`src/pcio_pkg.sv`:
```
// Package with constants, register map and types of the preset counter I/O control.
package pcio_pkg;
   localparam int unsigned CLK_HZ        = 25000000;
   localparam int unsigned CNT_W         = 24;
   localparam int unsigned SYNC_STAGES   = 2;
   // Register byte offsets.
   localparam logic [7:0] REG_CTRL       = 8'h00;
   localparam logic [7:0] REG_SET1       = 8'h04;
   localparam logic [7:0] REG_SET2       = 8'h08;
   localparam logic [7:0] REG_PV1        = 8'h0c;
   localparam logic [7:0] REG_PV2        = 8'h10;
   localparam logic [7:0] REG_AUX        = 8'h14;
   localparam logic [7:0] REG_STAT       = 8'h18;
   localparam logic [7:0] REG_KEYS       = 8'h1c;
   // Control field positions.
   localparam int unsigned CTRL_FUNC_LSB = 0;
   localparam int unsigned CTRL_DIR_LSB  = 4;
   localparam int unsigned CTRL_TWO_BIT  = 8;
   localparam int unsigned CTRL_KPL_LSB  = 12;
   localparam logic [31:0] CTRL_RESET    = 32'h0000_0000;
   localparam logic [1:0]  AXI_OKAY      = 2'h0;
   localparam logic [1:0]  AXI_SLVERR    = 2'h2;
   typedef enum logic [2:0] {
      PCIO_FN_ONE, PCIO_FN_TWO, PCIO_FN_TOTAL, PCIO_FN_BATCH, PCIO_FN_DUAL, PCIO_FN_TACHO
   } pcio_func_t;
   typedef enum logic [2:0] {
      PCIO_DIR_UP, PCIO_DIR_DOWN, PCIO_DIR_CMD, PCIO_DIR_IND, PCIO_DIR_QUAD
   } pcio_dir_t;
   typedef enum logic [1:0] {PCIO_W_IDLE, PCIO_W_RESP} pcio_wst_t;
endpackage

```
`src/pcio_sync_if.sv`:
```
// Interface carrying the synchronised external inputs.
`timescale 1ns/1ps
interface pcio_sync_if;
   logic count_a;
   logic count_b;
   logic reset_one;
   logic reset_two;
   logic key_short;
   modport sync_side (output count_a, output count_b, output reset_one,
                      output reset_two, output key_short);
   modport core_side (input count_a, input count_b, input reset_one,
                      input reset_two, input key_short);
endinterface

```
`src/pcio_sync.sv`:
```
// Two-stage synchroniser for the count, reset and key short inputs.
`timescale 1ns/1ps
module pcio_sync
   import pcio_pkg::*;
#(
   parameter int unsigned WIDTH = 5
) (
   // Clock and reset.
   input  wire logic             clock_in,
   input  wire logic             srst_in,
   // Raw pins.
   input  wire logic [WIDTH-1:0] raw_in,
   // Synchronised levels.
   pcio_sync_if.sync_side        sync_out
);
   logic [WIDTH-1:0] stage_one;
   logic [WIDTH-1:0] stage_two;
   logic [WIDTH-1:0] next_stage_one;
   logic [WIDTH-1:0] next_stage_two;
   initial begin
      if (WIDTH != 5) $error("pcio_sync needs WIDTH of 5");
   end
   always_comb begin
      next_stage_one = raw_in;
      next_stage_two = stage_one;
   end
   always_ff @(posedge clock_in) begin
      if (srst_in) begin
         stage_one <= '0;
         stage_two <= '0;
      end else begin
         stage_one <= next_stage_one;
         stage_two <= next_stage_two;
      end
   end
   assign sync_out.count_a   = stage_two[0];
   assign sync_out.count_b   = stage_two[1];
   assign sync_out.reset_one = stage_two[2];
   assign sync_out.reset_two = stage_two[3];
   assign sync_out.key_short = stage_two[4];
endmodule

```
`src/pcio_top.sv`:
```
// Preset counter input and output control with an AXI4-Lite register slave.
//
// Function
// - Count pulses outside dual and tachometer modes, all directions
// - Dual mode: two separate increment-only values
// - Primary reset resets value and clears outputs outside dual and tachometer modes; batch keeps output one
// - No counting during or while primary reset, except dual second value and total
// - Reset indicator follows primary reset input
// - Reset value zero, or set value downcount
// - Dual: primary reset zeroes first value
// - Secondary reset never lights reset indicator
// - Preset functions ignore secondary reset
// - Total reset clears and holds total
// - Batch: secondary reset clears batch count
// - Dual: secondary reset clears second value
// - Outputs activate when set value reached; in down direction output two activates at zero
// - Tachometer: primary reset freezes value, outputs
// - Tachometer uses first count input only
// - Key short blocks front-panel keys
`timescale 1ns/1ps
module pcio_top
   import pcio_pkg::*;
#(
   parameter int unsigned WIDTH = CNT_W
) (
   // Clock and reset.
   input  wire logic        clock_in,
   input  wire logic        srst_in,
   // External pins.
   input  wire logic        count_input_a_in,
   input  wire logic        count_input_b_in,
   input  wire logic        reset_one_in,
   input  wire logic        reset_two_in,
   input  wire logic        key_short_in,
   input  wire logic        tacho_sample_in,
   input  wire logic [5:0]  keys_raw_in,
   output logic             output_stage_one_out,
   output logic             output_stage_two_out,
   output logic             reset_indicator_out,
   output logic             key_lock_out,
   output logic [5:0]       keys_out,
   // AXI4-Lite slave.
   input  wire logic [7:0]  s_axi_awaddr,
   input  wire logic        s_axi_awvalid,
   output logic             s_axi_awready,
   input  wire logic [31:0] s_axi_wdata,
   input  wire logic [3:0]  s_axi_wstrb,
   input  wire logic        s_axi_wvalid,
   output logic             s_axi_wready,
   output logic [1:0]       s_axi_bresp,
   output logic             s_axi_bvalid,
   input  wire logic        s_axi_bready,
   input  wire logic [7:0]  s_axi_araddr,
   input  wire logic        s_axi_arvalid,
   output logic             s_axi_arready,
   output logic [31:0]      s_axi_rdata,
   output logic [1:0]       s_axi_rresp,
   output logic             s_axi_rvalid,
   input  wire logic        s_axi_rready
);
   pcio_sync_if sync_bus ();
   logic [WIDTH-1:0] pv1, pv2, aux, set1, set2, tacho_acc;
   logic [WIDTH-1:0] next_pv1, next_pv2, next_aux, next_set1, next_set2, next_tacho_acc;
   logic [31:0]      ctrl, next_ctrl;
   logic             output_stage_one, output_stage_two, next_output_stage_one, next_output_stage_two;
   logic             prev_a, prev_b;
   logic             reset_ind, next_reset_ind, key_lock, next_key_lock;
   logic [5:0]       keys, next_keys;
   logic             aw_held, w_held, next_aw_held, next_w_held;
   logic [7:0]       aw_addr, next_aw_addr;
   logic [31:0]      w_data, next_w_data;
   logic [3:0]       w_strb, next_w_strb;
   logic             bvalid, next_bvalid, rvalid, next_rvalid;
   logic [1:0]       bresp, next_bresp, rresp, next_rresp;
   logic [31:0]      rdata, next_rdata;
   pcio_func_t       func;
   pcio_dir_t        dir;
   logic             two_stage;
   logic [1:0]       kpl;
   logic             rise_a, rise_b, fall_a, up_step, dn_step;
   logic             do_write;
   initial begin
      if (WIDTH < 2 || WIDTH > 32) $error("pcio_top WIDTH must be 2 to 32");
   end
   pcio_sync #(
      .WIDTH (5)
   ) u_sync (
      .clock_in (clock_in),
      .srst_in  (srst_in),
      .raw_in   ({key_short_in, reset_two_in, reset_one_in, count_input_b_in,
                  count_input_a_in}),
      .sync_out (sync_bus)
   );
   assign func      = pcio_func_t'(ctrl[CTRL_FUNC_LSB +: 3]);
   assign dir       = pcio_dir_t'(ctrl[CTRL_DIR_LSB +: 3]);
   assign two_stage = ctrl[CTRL_TWO_BIT];
   assign kpl       = ctrl[CTRL_KPL_LSB +: 2];
   assign rise_a    = sync_bus.count_a & ~prev_a;
   assign fall_a    = ~sync_bus.count_a & prev_a;
   assign rise_b    = sync_bus.count_b & ~prev_b;
   // Direction decode of the count inputs.
   always_comb begin
      up_step = 1'b0;
      dn_step = 1'b0;
      unique case (dir)
         PCIO_DIR_UP: begin
            up_step = rise_a;
         end
         PCIO_DIR_DOWN: begin
            dn_step = rise_a;
         end
         PCIO_DIR_CMD: begin
            up_step = rise_a & ~sync_bus.count_b;
            dn_step = rise_a & sync_bus.count_b;
         end
         PCIO_DIR_IND: begin
            up_step = rise_a & ~rise_b;
            dn_step = rise_b & ~rise_a;
         end
         PCIO_DIR_QUAD: begin
            up_step = rise_a & ~sync_bus.count_b;
            dn_step = fall_a & ~sync_bus.count_b;
         end
         default: begin
            up_step = 1'b0;
         end
      endcase
   end
   // Counting, resets and output comparison.
   always_comb begin
      next_pv1       = pv1;
      next_pv2       = pv2;
      next_aux       = aux;
      next_output_stage_one      = output_stage_one;
      next_output_stage_two      = output_stage_two;
      next_tacho_acc = tacho_acc;
      next_reset_ind = sync_bus.reset_one;
      next_key_lock  = sync_bus.key_short & (kpl != 2'h0);
      next_keys      = next_key_lock ? 6'h00 : keys_raw_in;
      unique case (func)
         PCIO_FN_DUAL: begin
            if (sync_bus.reset_one) begin
               next_pv1 = '0;
            end else if (rise_a) begin
               next_pv1 = pv1 + 1'b1;
            end
            if (sync_bus.reset_two) begin
               next_pv2 = '0;
            end else if (rise_b) begin
               next_pv2 = pv2 + 1'b1;
            end
            next_output_stage_one = (pv1 >= set1);
            next_output_stage_two = (pv2 >= set2);
         end
         PCIO_FN_TACHO: begin
            if (!sync_bus.reset_one) begin
               if (tacho_sample_in) begin
                  next_pv1       = tacho_acc;
                  next_tacho_acc = {{(WIDTH-1){1'b0}}, rise_a};
               end else if (rise_a) begin
                  next_tacho_acc = tacho_acc + 1'b1;
               end
               next_output_stage_one = (pv1 >= set1);
               next_output_stage_two = (pv1 >= set2);
            end
         end
         default: begin
            if (sync_bus.reset_one) begin
               next_pv1  = (dir == PCIO_DIR_DOWN) ? (two_stage ? set2 : set1) : '0;
               next_output_stage_two = 1'b0;
               if (func != PCIO_FN_BATCH) begin
                  next_output_stage_one = 1'b0;
               end
            end else begin
               if (up_step) begin
                  next_pv1 = pv1 + 1'b1;
               end else if (dn_step) begin
                  next_pv1 = pv1 - 1'b1;
               end
               next_output_stage_two = (dir == PCIO_DIR_DOWN) ? (pv1 == '0) : (pv1 >= set2);
               if (func != PCIO_FN_BATCH) begin
                  next_output_stage_one = (pv1 >= set1);
               end else if (next_output_stage_two && !output_stage_two) begin
                  next_aux = aux + 1'b1;
               end
            end
            if (func == PCIO_FN_TOTAL) begin
               if (sync_bus.reset_two) begin
                  next_aux = '0;
               end else if (up_step || dn_step) begin
                  next_aux = aux + 1'b1;
               end
            end
            if (func == PCIO_FN_BATCH) begin
               if (sync_bus.reset_two) begin
                  next_aux  = '0;
                  next_output_stage_one = 1'b0;
               end else if (aux >= set1) begin
                  next_output_stage_one = 1'b1;
               end
            end
         end
      endcase
   end
   // AXI4-Lite slave.
   assign do_write = (aw_held || s_axi_awvalid) && (w_held || s_axi_wvalid) && !bvalid;
   always_comb begin
      next_aw_held = aw_held;
      next_w_held  = w_held;
      next_aw_addr = aw_addr;
      next_w_data  = w_data;
      next_w_strb  = w_strb;
      next_bvalid  = bvalid && !s_axi_bready;
      next_bresp   = bresp;
      next_rvalid  = rvalid && !s_axi_rready;
      next_rresp   = rresp;
      next_rdata   = rdata;
      next_ctrl    = ctrl;
      next_set1    = set1;
      next_set2    = set2;
      if (s_axi_awvalid && s_axi_awready) begin
         next_aw_held = 1'b1;
         next_aw_addr = s_axi_awaddr;
      end
      if (s_axi_wvalid && s_axi_wready) begin
         next_w_held = 1'b1;
         next_w_data = s_axi_wdata;
         next_w_strb = s_axi_wstrb;
      end
      if (do_write) begin
         next_aw_held = 1'b0;
         next_w_held  = 1'b0;
         next_bvalid  = 1'b1;
         next_bresp   = AXI_OKAY;
         unique case (next_aw_addr)
            REG_CTRL: begin
               for (int i = 0; i < 4; i++) begin
                  if (next_w_strb[i]) next_ctrl[i*8 +: 8] = next_w_data[i*8 +: 8];
               end
            end
            REG_SET1: begin
               next_set1 = next_w_data[WIDTH-1:0];
            end
            REG_SET2: begin
               next_set2 = next_w_data[WIDTH-1:0];
            end
            default: begin
               next_bresp = AXI_SLVERR;
            end
         endcase
      end
      if (s_axi_arvalid && s_axi_arready) begin
         next_rvalid = 1'b1;
         next_rresp  = AXI_OKAY;
         next_rdata  = 32'h0000_0000;
         unique case (s_axi_araddr)
            REG_CTRL: next_rdata = ctrl;
            REG_SET1: next_rdata[WIDTH-1:0] = set1;
            REG_SET2: next_rdata[WIDTH-1:0] = set2;
            REG_PV1:  next_rdata[WIDTH-1:0] = pv1;
            REG_PV2:  next_rdata[WIDTH-1:0] = pv2;
            REG_AUX:  next_rdata[WIDTH-1:0] = aux;
            REG_STAT: next_rdata[3:0] = {key_lock, reset_ind, output_stage_two, output_stage_one};
            REG_KEYS: next_rdata[5:0] = keys;
            default:  next_rresp = AXI_SLVERR;
         endcase
      end
   end
   always_ff @(posedge clock_in) begin
      if (srst_in) begin
         pv1 <= '0;
         pv2 <= '0;
         aux <= '0;
         tacho_acc <= '0;
         output_stage_one <= 1'b0;
         output_stage_two <= 1'b0;
         prev_a <= 1'b0;
         prev_b <= 1'b0;
         reset_ind <= 1'b0;
         key_lock <= 1'b0;
         keys <= 6'h00;
         ctrl <= CTRL_RESET;
         set1 <= '0;
         set2 <= '0;
         aw_held <= 1'b0;
         w_held <= 1'b0;
         aw_addr <= 8'h00;
         w_data <= 32'h0000_0000;
         w_strb <= 4'h0;
         bvalid <= 1'b0;
         bresp <= AXI_OKAY;
         rvalid <= 1'b0;
         rresp <= AXI_OKAY;
         rdata <= 32'h0000_0000;
      end else begin
         pv1 <= next_pv1;
         pv2 <= next_pv2;
         aux <= next_aux;
         tacho_acc <= next_tacho_acc;
         output_stage_one <= next_output_stage_one;
         output_stage_two <= next_output_stage_two;
         prev_a <= sync_bus.count_a;
         prev_b <= sync_bus.count_b;
         reset_ind <= next_reset_ind;
         key_lock <= next_key_lock;
         keys <= next_keys;
         ctrl <= next_ctrl;
         set1 <= next_set1;
         set2 <= next_set2;
         aw_held <= next_aw_held;
         w_held <= next_w_held;
         aw_addr <= next_aw_addr;
         w_data <= next_w_data;
         w_strb <= next_w_strb;
         bvalid <= next_bvalid;
         bresp <= next_bresp;
         rvalid <= next_rvalid;
         rresp <= next_rresp;
         rdata <= next_rdata;
      end
   end
   // Ready flags are registers so every output comes from a flip-flop.
   logic awready_q, wready_q, arready_q;
   always_ff @(posedge clock_in) begin
      if (srst_in) begin
         awready_q <= 1'b0;
         wready_q  <= 1'b0;
         arready_q <= 1'b0;
      end else begin
         awready_q <= !next_aw_held && !next_bvalid && !(awready_q && s_axi_awvalid);
         wready_q  <= !next_w_held && !next_bvalid && !(wready_q && s_axi_wvalid);
         arready_q <= !next_rvalid && !(arready_q && s_axi_arvalid);
      end
   end
   assign s_axi_awready        = awready_q;
   assign s_axi_wready         = wready_q;
   assign s_axi_arready        = arready_q;
   assign s_axi_bvalid         = bvalid;
   assign s_axi_bresp          = bresp;
   assign s_axi_rvalid         = rvalid;
   assign s_axi_rresp          = rresp;
   assign s_axi_rdata          = rdata;
   assign output_stage_one_out = output_stage_one;
   assign output_stage_two_out = output_stage_two;
   assign reset_indicator_out  = reset_ind;
   assign key_lock_out         = key_lock;
   assign keys_out             = keys;
endmodule
```
`config.mk`:
```
export PLATFORM = sky130hd
export DESIGN_NAME = pcio_top
export DESIGN_NICKNAME = d
export VERILOG_FILES = /design/src/pcio_pkg.sv /design/src/pcio_sync_if.sv /design/src/pcio_sync.sv /design/src/pcio_top.sv
export SDC_FILE = /design/constraint.sdc
export NUM_CORES = 1
export LEC_CHECK = 0
export BUFFER_PORTS_ARGS = -buffer_cell sky130_fd_sc_hd__buf_2
export CORE_ASPECT_RATIO = 2
export CORE_MARGIN = 2
export CORE_UTILIZATION = 30
export CTS_BUF_LIST = sky130_fd_sc_hd__clkbuf_16
export CTS_CLUSTER_DIAMETER = 120
export DETAILED_ROUTE_END_ITERATION = 8
export PLACE_DENSITY = 0.48
export SLEW_MARGIN = 20
export SYNTH_ARGS = -nofsm -noshare
export SYNTH_HDL_FRONTEND = slang
export SYNTH_HIERARCHICAL = 1
export SYNTH_SLANG_ARGS = --single-unit
```
`constraint.sdc`:
```
create_clock -name clock_in -period 4.7 [get_ports clock_in]
set_clock_uncertainty 0.2 [all_clocks]
set_input_delay 0.47 -clock clock_in [delete_from_list [all_inputs] [get_ports clock_in]]
set_output_delay 0.47 -clock clock_in [all_outputs]
set_load 0.01 [all_outputs]
```
### Yosys cells after proc, flatten, opt, wreduce, memory -nomap -nowiden

Index checks and enable logic that the tools add are counted.

* register bits: 285
* bits of input ports: 71

* add/subtract/negate cells: 5
* reductions and logical operators: 49
* equality and inequality tests: 21
* muxes and demuxes: 51
* bitwise operators: 16
* $lt $le $gt $ge: 4

Operators by type and width (count)
* $mux 24: 21
* $pmux 18 s6: 1
* $add 24x1->24 const B: 4
* $ge 24x24->1: 4
* $pmux 24 s2: 1
* $eq 8x5->1 const B: 4
* $mux 32: 1
* $pmux 4 s8: 1
* $eq 8x4->1 const B: 3
* $logic_not 24->1: 1
* $sub 24x1->24 const B: 1
* $eq 8x3->1 const B: 2
* $logic_not 8->1: 2
* $mux 1: 16
* $mux 8: 2
* $reduce_and 3->1: 5
* $pmux 2 s7: 1
* $logic_and 1x1->1: 13
* $eq 3x2->1 const B: 4
* $logic_not 1->1: 11
* $and 1x1->1: 9
* $eq 3x3->1 const B: 3
* $reduce_or 8->1: 1
* $not 1->1: 7
* 16 further kinds: 28

### Logic depth before layout (Yosys ltp)

Gate-level depths: netlist of run 1.

* word-level depth: 11
* mapped depth: 11
* gate-level depth less buffers: 9

### Hierarchy

The synthesis of run 1 kept the hierarchy.

By module, submodules not included
* pcio_top: area an instance 15230.9 µm², seq. area each 5465.2 µm², cells an instance 1843, instances 1
* pcio_sync: area an instance 262.8 µm², seq. area each 200.2 µm², cells an instance 20, instances 1

### Worst setup path before layout of run 1

Ideal clock, no wire load.

* path type: flip-flop to flip-flop
* start: register pv1[21]
* end: register aux[10]
* buffers on the path: 2
* library setup time: 0.074 ns
* path slack: 1.979 ns
* stages on the path, launching flop included: 11
* data required time: 4.426 ns
* arrival: 2.447 ns
* path through: dfxtp_1 ha_1 a21o_1 a21o_1 a221o_1 a31oi_1 a21o_1 buf_2 clkbuf_1 a21oi_1 o21ai_0

* word-level cells in the longest chain between the ends: 11
* elaborated cells between the ends (all ways): 12
* classes of those cells: order compare (1); mux (9); reduce/logical (2)

RTL lines
* from (decl): RTL line pcio_top.sv:62 `logic [WIDTH-1:0] pv1, pv2, aux, set1, set2, tacho_acc;`
* from (signal assigned): RTL line pcio_top.sv:296 `pv1 <= next_pv1;`
* $ge 24x24->1 or $logic_not 24->1 (tied branches): RTL line pcio_top.sv:180 `next_output_stage_two = (dir == PCIO_DIR_DOWN) ? (pv1 == '0) : (pv1 >= set2);`
* $mux 1 (*): RTL line pcio_top.sv:180
* $logic_and 1x1->1 (*): RTL line pcio_top.sv:183 `end else if (next_output_stage_two && !output_stage_two) begin`
* $mux 24 (*): RTL line pcio_top.sv:183
* $mux 24 (*): RTL line pcio_top.sv:181 `if (func != PCIO_FN_BATCH) begin`
* $mux 24 (*): RTL line pcio_top.sv:168 `if (sync_bus.reset_one) begin`
* $mux 24: RTL line pcio_top.sv:190 `end else if (up_step || dn_step) begin`
* $mux 24: RTL line pcio_top.sv:188 `if (sync_bus.reset_two) begin`
* $mux 24 (*): RTL line pcio_top.sv:187 `if (func == PCIO_FN_TOTAL) begin`
* $mux 24: RTL line pcio_top.sv:195 `if (sync_bus.reset_two) begin`
* $mux 24 (*): RTL line pcio_top.sv:194 `if (func == PCIO_FN_BATCH) begin`
* to (signal assigned): RTL line pcio_top.sv:298 `aux <= next_aux;`
* to (decl): RTL line pcio_top.sv:62

Mark *: on every way between the ends. The rest lies on a longest branch, timed or not.
A chain may end at the register's enable or synchronous reset.

### Final worst setup path of run 1

* start: register pv1[23]
* end: register aux[4]

The elaborated chain is that of the path after synthesis.

==> results of run 1 <==
[cell usage in the layout, fill, tap and decap left out, types with 55 or more instances in the layout]
cell | netlist | routed
a21oi_1 | 113 | 110
mux2i_1 | 74 | 74
dfxtp_1 | 283 | 283
o21ai_0 | 74 | 74
ha_1 | 102 | 102
nor2_1 | 254 | 248
nand3_1 | 55 | 55
a211oi_1 | 102 | 102
inv_1 | 69 | 73
buf_2 | 9 | 118
nand2_1 | 131 | 130
[cell usage after synthesis (40+ instances only)]
master	instances	area, um^2
inv_1	69	259
dfxtp_1	283	5670
nand2_1	131	492
a211oi_1	102	766
nor3_1	40	200
o21ai_0	74	370
nand3_1	55	275
a21oi_1	113	566
ha_1	102	1280
clkbuf_1	103	387
mux2i_1	74	741
nor2_1	254	953
nand4_1	43	269
[through the flow]
| step | instance area [um^2] | utilization (%) |
|---|---|---|
| 2_1_floorplan | 15500 | - |
| 3_3_place_gp | 16900 | 33.2 |
| 3_5_place_dp | 16900 | 33.2 |
| 4_1_cts | 18300 | 35.8 |
| 5_1_grt | 18300 | 35.8 |
| 6_report | 18300 | 35.8 |
[worst paths after layout]
path	start	to	slack, ns	cells past startpoint
max reg2reg	pv1[23]	aux[4]	0.71	9
min	s_axi_wdata[16]	w_data[16]	0.02	3
min reg2reg	u_sync/next_stage_two[1]	u_sync/stage_two[1]	0.24	1
max	pv1[23]	aux[4]	0.71	9
[critical path: stages, from the launching register on]
cell and delay [ns]:
dfxtp_1 0.62, ha_1 0.26, nand4_1 0.18, nor4_1 0.84, a221o_1 0.39, a31oi_1 0.12
a21o_1 0.52, buf_4 0.33, a2111o_1 0.37, o21ai_0 0.07
[cell type report]
type / instances / area [um^2] / share of cell area [%]
Inverter: 69 / 259 / 1.42
Timing Repair Buffer: 211 / 1400 / 7.66
Tap cell: 654 / 818 / 4.48
Multi-Input combinational cell: 1391 / 9140 / 50.0
Clock inverter: 24 / 280 / 1.54
Clock buffer: 28 / 701 / 3.84
Sequential cell: 283 / 5670 / 31.0
[metal layers]
| metal | track usage, % | vias up |
|---|---|---|
| met5 | 0 | - |
| met4 | 15.5 | 0 |
| met3 | 2.69 | 201 |
| met2 | 41.0 | 553 |
| met1 | 24.5 | 7036 |
| li1 | - | 7024 |
[cell families after synthesis]
| group | count (synthesis) | share of synthesized area (%) |
|---|---|---|
| and+or+nand+nor | 657 | 19.9 |
| AOI/OAI and AO/OA | 498 | 22.4 |
| xor gates and xnor gates | 57 | 3.22 |
| adders and majority gates | 102 | 8.24 |
| buffers and inverters | 190 | 4.82 |
| other | 1 | 0.0242 |
| DFF | 283 | 36.6 |
| muxes | 75 | 4.85 |
[report_power, final]
group	internal, W	switching (W)
Combinational	0.000440	0.000729
Sequential	0.00249	0.000111
Clock	0.00142	0.00105
Total	0.00434	0.00189
==> metrics.txt, run 1 <==
DP Worst Slack=0.833 ns; Setup TNS Final=0 ns; period utilization=84.9%; Slew Viols, Final=0; die span in y=325 um; Ant. Diodes=0; WL met2=31.0 mm; layout cells sized above 1=12.5%; drt drc=0; Syn Area/Cell=8.32 um^2; Core Rows=117; die area=53600 um^2; CP Data Required Time=5.01 ns; fillcell total=5355; DP HPWL=47.4 mm; distinct cell type count after synthesis=75; IO Port Bufs=119; Hold WC Path Type=in -> reg; Worst-path clk slew=0.07 ns; WL/cell=23.0 um; final setup fails=0; Antenna Nets Post-Route=0; Setup crit end kind=flip-flop; Max Fanout on Critical Path=16; Fin Hold WS=0.0174 ns; final-stage net count=2157; f_max=0.251 GHz; die width=165 um; Peak VDD IR=0.331 mV; Syn-to-layout area delta=17.8%; met3 WL=2.97 mm; placed insts=2571; initial antenna violation count=1; post-route insts no fill=2660; Via Count=14800; # hold bufs at CTS=37; Total GRT Usage=22.8%; post-layout minimum cycle time=3.99 ns; main flop type after synthesis=dfxtp_1; GPL Wtd Cong=0.969; CP startpoint kind=flip-flop; CTS root buf=clkbuf_16; yosys warns=6; unrepaired setup endpoints after global routing=no; drt first pass iters=5; synthesis-stage register bit count=283; worst setup path class=reg -> reg; post-CTS setup buffers=0; post-synthesis instance total=1863; CTS Sinks=283; Total Wirelength=61.2 mm; Synth Cell Area=15500 um^2; normalized max-slew margin=22.1%; H-tree Lvls=1; deepest clock path buffer count=3; Skew-Pair Late Insertion Delay=0.60 ns; post-synthesis async set-or-reset flop share=0%; post-CTS sizing=0; WP data arrival=4.30 ns; drt via density=5.57; max_cap viols=0; vias in the first global route=15000; io pins=122; top layer in use=met4; final hold violation count=0; Seq/Total Area, Yosys=36.6%; core area=50900 um^2; metal1 wirelength=22.4 mm; Overall Power=0.00624 W; DR iter-0 viols=960; EDFF count, synth=0; Worst-Margin Slew=1.17 ns; first-pass GRT wire length=92.3 mm; pin count of the biggest net entering global routing=140; Pleak=6.91 nW; Initial Util=30.4%; setup ws final=0.709 ns; TritonCTS clock tree=yes; GRT Residual Overflow=0; P per Cell Area=342 nW/um^2; total CTS buffers=28; status=finished clean
Note: power is estimated with default switching activity, not from simulation.
==> inputs of run 2 (changes only) <==
==> constraint.sdc (replaced) <==
create_clock -name clock_in -period 3.8 [get_ports clock_in]
set_clock_uncertainty 0.2 [all_clocks]
set_input_delay 0.38 -clock clock_in [delete_from_list [all_inputs] [get_ports clock_in]]
set_output_delay 0.38 -clock clock_in [all_outputs]
set_load 0.01 [all_outputs]
==> metrics.txt, run 2 (same netlist as run 1, synthesis figures left out) <==
status=finished, violations left (was finished clean); failing checks=negative hold slack; CP startpoint kind=flip-flop (unchanged); post-CTS sizing=0 (unchanged); P per Cell Area=404 nW/um^2 (was 342 nW/um^2); # hold bufs at CTS=52 (was 37); Initial Util=30.4% (unchanged); GRT Residual Overflow=0 (unchanged); final-stage net count=2223 (was 2157); metal1 wirelength=23.1 mm (was 22.4 mm); DP Worst Slack=0.343 ns (was 0.833 ns); Antenna Nets Post-Route=0 (unchanged); drt drc=0 (unchanged); critical-path cell list=buf_4, nand4_1, or4_1, nor2_1, nand2_1, o22ai_1, nor3_1, a2111oi_1 (was ha_1, nand4_1, nor4_1, a221o_1, a31oi_1, a21o_1, buf_4, a2111o_1, o21ai_0); Worst-Margin Slew=1.08 ns (was 1.17 ns); WL/cell=23.7 um (was 23.0 um); slowest stage cell, crit path=a2111oi_1 (was nor4_1); die span in y=325 um (unchanged); Syn-to-layout area delta=20.7% (was 17.8%); core area=50900 um^2 (unchanged); leading cell type in the layout, fill and taps excluded=dfxtp_1 (unchanged); DP HPWL=50.6 mm (was 47.4 mm); final setup fails=0 (unchanged); normalized max-slew margin=27.6% (was 22.1%); Slew Viols, Final=0 (unchanged); reg2reg setup slack=0.25 ns (was 0.71 ns); Reg2Reg Depth=8 (was 9); CTS Sinks=283 (unchanged); drt first pass iters=7 (was 5); Max Fanout on Critical Path=10 (was 16); Via Count=15100 (was 14800); area of the multi-input gates=9130 um^2 (was 9140 um^2); Worst-path clk slew=0.07 ns (about the same); DR iter-0 viols=887 (was 960); TritonCTS clock tree=yes (unchanged); total CTS buffers=29 (was 28); max_cap viols=0 (unchanged); setup ws final=0.247 ns (was 0.709 ns); die width=165 um (unchanged); WP data arrival=3.76 ns (was 4.30 ns); Total GRT Usage=24.0% (was 22.8%); most frequent cells in the layout=dfxtp_1, nor2_1, nand2_1, buf_2, a21oi_1 (unchanged); post-CTS setup buffers=0 (unchanged); fin util=36.7% (was 35.8%); WL met2=32.9 mm (was 31.0 mm); IO Port Bufs=119 (unchanged); first-pass GRT wire length=95.9 mm (was 92.3 mm); WP buf/inv=1 (unchanged); Total Wirelength=64.7 mm (was 61.2 mm); initial antenna violation count=0 (was 1); capturing point of the worst reg2reg path=pv1[17] (was aux[4]); pin count of the biggest net entering global routing=92 (was 140); largest stage delay on the critical path=0.85 ns (was 0.84 ns); CP Data Required Time=4.01 ns (was 5.01 ns); met3 WL=3.00 mm (was 2.97 mm); H-tree Lvls=1 (unchanged); Setup crit end kind=flip-flop (unchanged); Fin Hold WS=-0.00940 ns (was 0.0174 ns); Hold Crit Depth=3 (unchanged); unrepaired setup endpoints after global routing=no (unchanged); die area=53600 um^2 (unchanged); Pleak=7.18 nW (was 6.91 nW); final hold violation count=1 (was 0); R2R Path Start=pv1[8] (was pv1[23]); worst setup path class=reg -> reg (unchanged); Core Rows=117 (unchanged); register share of total power=42.2% (was 41.6%); layout cells sized above 1=14.5% (was 12.5%); io pins=122 (unchanged); internal power=0.00516 W (was 0.00434 W); hold path start=s_axi_wdata[23] (was s_axi_wdata[16]); post-layout minimum cycle time=3.55 ns (was 3.99 ns); deepest clock path buffer count=3 (unchanged); vias in the first global route=15200 (was 15000); Skew-Pair Late Insertion Delay=0.62 ns (was 0.60 ns); fillcell total=5390 (was 5355); clock power share=37.4% (was 39.6%); drt via density=5.52 (was 5.57); Critical Path Stages=8 (was 9); CP delay by family, top=simple AND/OR/NAND/NOR gates (was compound AO/OA/AOI/OAI gates); f_max=0.281 GHz (was 0.251 GHz); switch share=31.7% (was 30.4%); Hold WC Path Type=in -> reg (unchanged); GPL Wtd Cong=0.957 (was 0.969); NetSw=0.00239 W (was 0.00189 W); worst min-delay path endpoint=w_data[23] (was w_data[16]); period utilization=93.5% (was 84.9%); CTS root buf=clkbuf_16 (unchanged); Reg area=5670 um^2 (unchanged); top layer in use=met4 (unchanged); power share of the combinational group=20.4% (was 18.7%); Peak VDD IR=0.344 mV (was 0.331 mV)
## run 2: worst max path at each step
stage               startpoint      end  slack, ns
floorplan              pv1[21]  aux[10]       1.08
detailed placement      pv1[8]  pv1[17]       0.34
CTS                     pv1[8]  pv1[17]       0.33
global placement        pv1[8]  pv1[17]      -0.03
finish                  pv1[8]  pv1[17]       0.25
global route            pv1[8]  pv1[17]       0.30
## run 2: cell type report
type | count | share of cell area, %
diodes | 1 | 0.0134
clock buffers | 29 | 3.88
clock inverters | 25 | 0.950
inverters | 69 | 1.38
multi-input cells | 1391 | 48.8
flip-flops and latches | 283 | 30.3
well taps | 654 | 4.38
repair buffers | 276 | 10.3
## run 2: power groups by stage
stage / logic [W] / clock network [W] / registers, W
global placement: 0.00148 / 0 / 0.00325
global route: 0.00168 / 0.00301 / 0.00319
detailed placement: 0.00148 / 0 / 0.00325
CTS: 0.00153 / 0.00290 / 0.00318
finish: 0.00154 / 0.00282 / 0.00318
floorplan: 0.000881 / 0 / 0.00322
## run 2: through the flow
stage                     TNS [ns]  power, W  cells  area [um^2]
final                            0   0.00755   2728        18700
after global routing             0   0.00788   2727        18700
after CTS                        0   0.00761   2727        18700
after detailed placement         0   0.00473   2621        17300
after global placement     -0.0252   0.00472   2621        17300
after floorplan                  0   0.00410   1864        15500
## run 2: per-layer routing
| metal | track usage, % | up-vias |
|---|---|---|
| li1 | - | 7152 |
| met1 | 24.6 | 7147 |
| met2 | 43.3 | 528 |
| met3 | 3.12 | 229 |
| met4 | 18.1 | 0 |
| met5 | 0 | - |
## run 2: worst register-to-register path: cells and delay by family, from the launching register on
family	cells	cell delay [ns]
AOI/OAI and AO/OA	2	1.00
buffers and inverters	1	0.24
DFF	1	0.61
and+or+nand+nor	5	1.30
==> inputs of run 3 (changes only) <==
--- a/config.mk
+++ b/config.mk
@@ -5,6 +5,7 @@
 export SDC_FILE = /design/constraint.sdc
 export NUM_CORES = 1
 export LEC_CHECK = 0
+export ABC_AREA = 1
 export BUFFER_PORTS_ARGS = -buffer_cell sky130_fd_sc_hd__buf_2
 export CORE_ASPECT_RATIO = 2
 export CORE_MARGIN = 2
==> metrics.txt, run 3 <==
Setup crit end kind=flip-flop (unchanged); unrepaired setup endpoints after global routing=no (unchanged); Synth area leaders=dfxtp_1, a21oi_1, ha_1, o21ai_0, nand2_1 (was dfxtp_1, ha_1, nor2_1, a211oi_1, mux2i_1); DR iter-0 viols=990 (was 887); H-tree Lvls=1 (unchanged); synthesis-stage register bit count=283 (unchanged); period utilization=78.4% (was 93.5%); Core Rows=120 (was 117); die span in y=334 um (was 325 um); WL/cell=21.4 um (was 23.7 um); yosys warns=6 (unchanged); drt via density=5.30 (was 5.52); io pins=122 (unchanged); post-CTS setup buffers=0 (unchanged); f_max=0.336 GHz (was 0.281 GHz); Antenna Nets Post-Route=0 (unchanged); CP Data Required Time=4.07 ns (was 4.01 ns); normalized max-slew margin=35.1% (was 27.6%); GPL Wtd Cong=0.946 (was 0.957); Seq/Total Area, Yosys=34.7% (was 36.6%); Worst-Margin Slew=0.963 ns (was 1.08 ns); Slew Viols, Final=0 (unchanged); P per Cell Area=391 nW/um^2 (was 404 nW/um^2); Total GRT Usage=23.3% (was 24.0%); fillcell total=5647 (was 5390); DP HPWL=52.4 mm (was 50.6 mm); distinct cell type count after synthesis=68 (was 75); top-count cell post-synth=nand2_1 (was dfxtp_1); deepest clock path buffer count=3 (unchanged); post-synthesis xor/xnor area fraction=1.56% (was 3.22%); CTS root buf=clkbuf_16 (unchanged); Synth Cell Area=16300 um^2 (was 15500 um^2); leading cell type in the layout, fill and taps excluded=nand2_1 (was dfxtp_1); Post-Synth Simple-Gate Area=22.0% (was 19.9%); CP startpoint kind=flip-flop (unchanged); Peak VDD IR=0.387 mV (was 0.344 mV); die width=169 um (was 165 um); initial antenna violation count=0 (unchanged); core area=53600 um^2 (was 50900 um^2); TritonCTS clock tree=yes (unchanged); Setup TNS Final=0 ns (unchanged); vias in the first global route=16600 (was 15200); WP data arrival=3.25 ns (was 3.76 ns); layout cells sized above 1=12.0% (was 14.5%); final setup fails=0 (unchanged); Post-synth top cells=nand2_1, dfxtp_1, inv_1, a21oi_1, o21ai_0 (was dfxtp_1, nor2_1, nand2_1, a21oi_1, clkbuf_1); Post-Synth Adder-Cell Area=7.83% (was 8.24%); DP Area=17700 um^2 (was 17300 um^2); multiplexer share of the synthesized area=1.10% (was 4.85%); max_cap viols=0 (unchanged); cell area after layout=19100 um^2 (was 18700 um^2); largest family of logic cells by synthesized area=compound AO/OA/AOI/OAI gates (unchanged); post-layout minimum cycle time=2.98 ns (was 3.55 ns); post-synthesis async set-or-reset flop share=0% (unchanged); status=finished clean (was finished, violations left); Initial Util=30.4% (about the same); most frequent cells in the layout=nand2_1, dfxtp_1, inv_1, a21oi_1, o21ai_0 (was dfxtp_1, nor2_1, nand2_1, buf_2, a21oi_1); Total Wirelength=66.8 mm (was 64.7 mm); Synth Area in Compound Gates=23.2% (was 22.4%); Syn Area/Cell=7.15 um^2 (was 8.32 um^2); post-CTS sizing=0 (unchanged); drt drc=0 (unchanged); Skew-Pair Late Insertion Delay=0.59 ns (was 0.62 ns); Fin Hold WS=0.0241 ns (was -0.00940 ns); final-stage net count=2611 (was 2223); total CTS buffers=29 (unchanged); worst setup path class=reg -> reg (unchanged); Pleak=8.27 nW (was 7.18 nW); Via Count=16600 (was 15100); pin count of the biggest net entering global routing=104 (was 92); Hold WC Path Type=in -> reg (unchanged); post-synthesis instance total=2281 (was 1863); first-pass GRT wire length=99.6 mm (was 95.9 mm); GRT Residual Overflow=0 (unchanged); Worst-path clk slew=0.07 ns (about the same); Max Fanout on Critical Path=11 (was 10); main flop type after synthesis=dfxtp_1 (unchanged); Ant. Diodes=0 (was 1); die area=56300 um^2 (was 53600 um^2); IO Port Bufs=119 (unchanged); CTS Sinks=283 (unchanged); final hold violation count=0 (was 1); Syn-to-layout area delta=17.3% (was 20.7%); drt first pass iters=6 (was 7); leading area contributor after synthesis=dfxtp_1 (unchanged); EDFF count, synth=0 (unchanged); post-synth top area share=34.7% (was 36.6%)
run 3: changes by cell type after synthesis, moves of 34 or more:
cell / delta
o21ai_0: +166
a21oi_1: +151
a22oi_1: -34
a211oi_1: -86
inv_1: +208
mux2i_1: -56
nand2_1: +182
run 3: per-layer routing:
layer	up-vias	GRT usage (%)	wire length, um
li1	8073	-	-
met2	559	45.3	35800
met5	-	0	0
met1	7781	22.9	23300
met4	0	15.5	4860
met3	186	2.40	2800
run 3: critical path, cell delays in order, from the launching register on:
cell     delay (ns)
dfxtp_1        0.61
nand4_1        0.24
nor3_1         0.57
nand4_1        0.53
xor2_1         0.32
nand2_1        0.08
a22o_1         0.20
nand2_1        0.06
a21oi_1        0.07
run 3: worst paths after layout:
| path | start | endpoint | slack [ns] | depth (start not counted) |
|---|---|---|---|---|
| worst max-delay path | pv1[15] | pv1[19] | 0.82 | 8 |
| worst min-delay path | s_axi_araddr[7] | s_axi_rresp[1] | 0.02 | 5 |
| worst max register to register | pv1[15] | pv1[19] | 0.82 | 8 |
| worst min register to register | u_sync/next_stage_two[0] | u_sync/stage_two[0] | 0.20 | 2 |
run 3: timing repair:
item / CTS / global route
endpoints found under the setup margin: 0 / 0
hold buffers: 57 / 0
hold endpoints to repair: 80 / 0
run 3: cell type report:
| cell class | instances | area [um^2] | share of cell area [%] |
|---|---|---|---|
| repair buffers | 223 | 1550 | 8.08 |
| multi-input cells | 1605 | 9090 | 47.5 |
| clock buffers | 29 | 726 | 3.79 |
| clock inverters | 22 | 139 | 0.726 |
| inverters | 296 | 1130 | 5.89 |
| flip-flops and latches | 283 | 5670 | 29.6 |
| well taps | 671 | 840 | 4.39 |
run 3: cells by family (layout without fill, tap and decap cells):
| group | count (synthesis) | count (layout) |
|---|---|---|
| DFF | 283 | 283 |
| AOI/OAI and AO/OA | 668 | 668 |
| buffers and inverters | 394 | 570 |
| xor gates and xnor gates | 29 | 29 |
| adders and majority gates | 102 | 102 |
| and+or+nand+nor | 786 | 786 |
| muxes | 18 | 18 |
| other | 1 | 2 |
run 3: report_power, final:
| part | internal [W] | total, W | switching, W |
|---|---|---|---|
| Clock | 0.00145 | 0.00276 | 0.00131 |
| Combinational | 0.000526 | 0.00150 | 0.000977 |
| Sequential | 0.00309 | 0.00322 | 0.000125 |
| Total | 0.00507 | 0.00748 | 0.00241 |
run 3: metrics by stage:
stage | instances | power (W) | setup WS, ns | utilization (%)
detailed placement | 3021 | 0.00474 | 0.722 | 33.0
floorplan | 2282 | 0.00419 | 1.56 | -
global route | 3129 | 0.00785 | 0.635 | 35.7
finish | 3129 | 0.00748 | 0.821 | 35.7
CTS | 3129 | 0.00758 | 0.818 | 35.7
global placement | 3021 | 0.00472 | 0.749 | 33.0
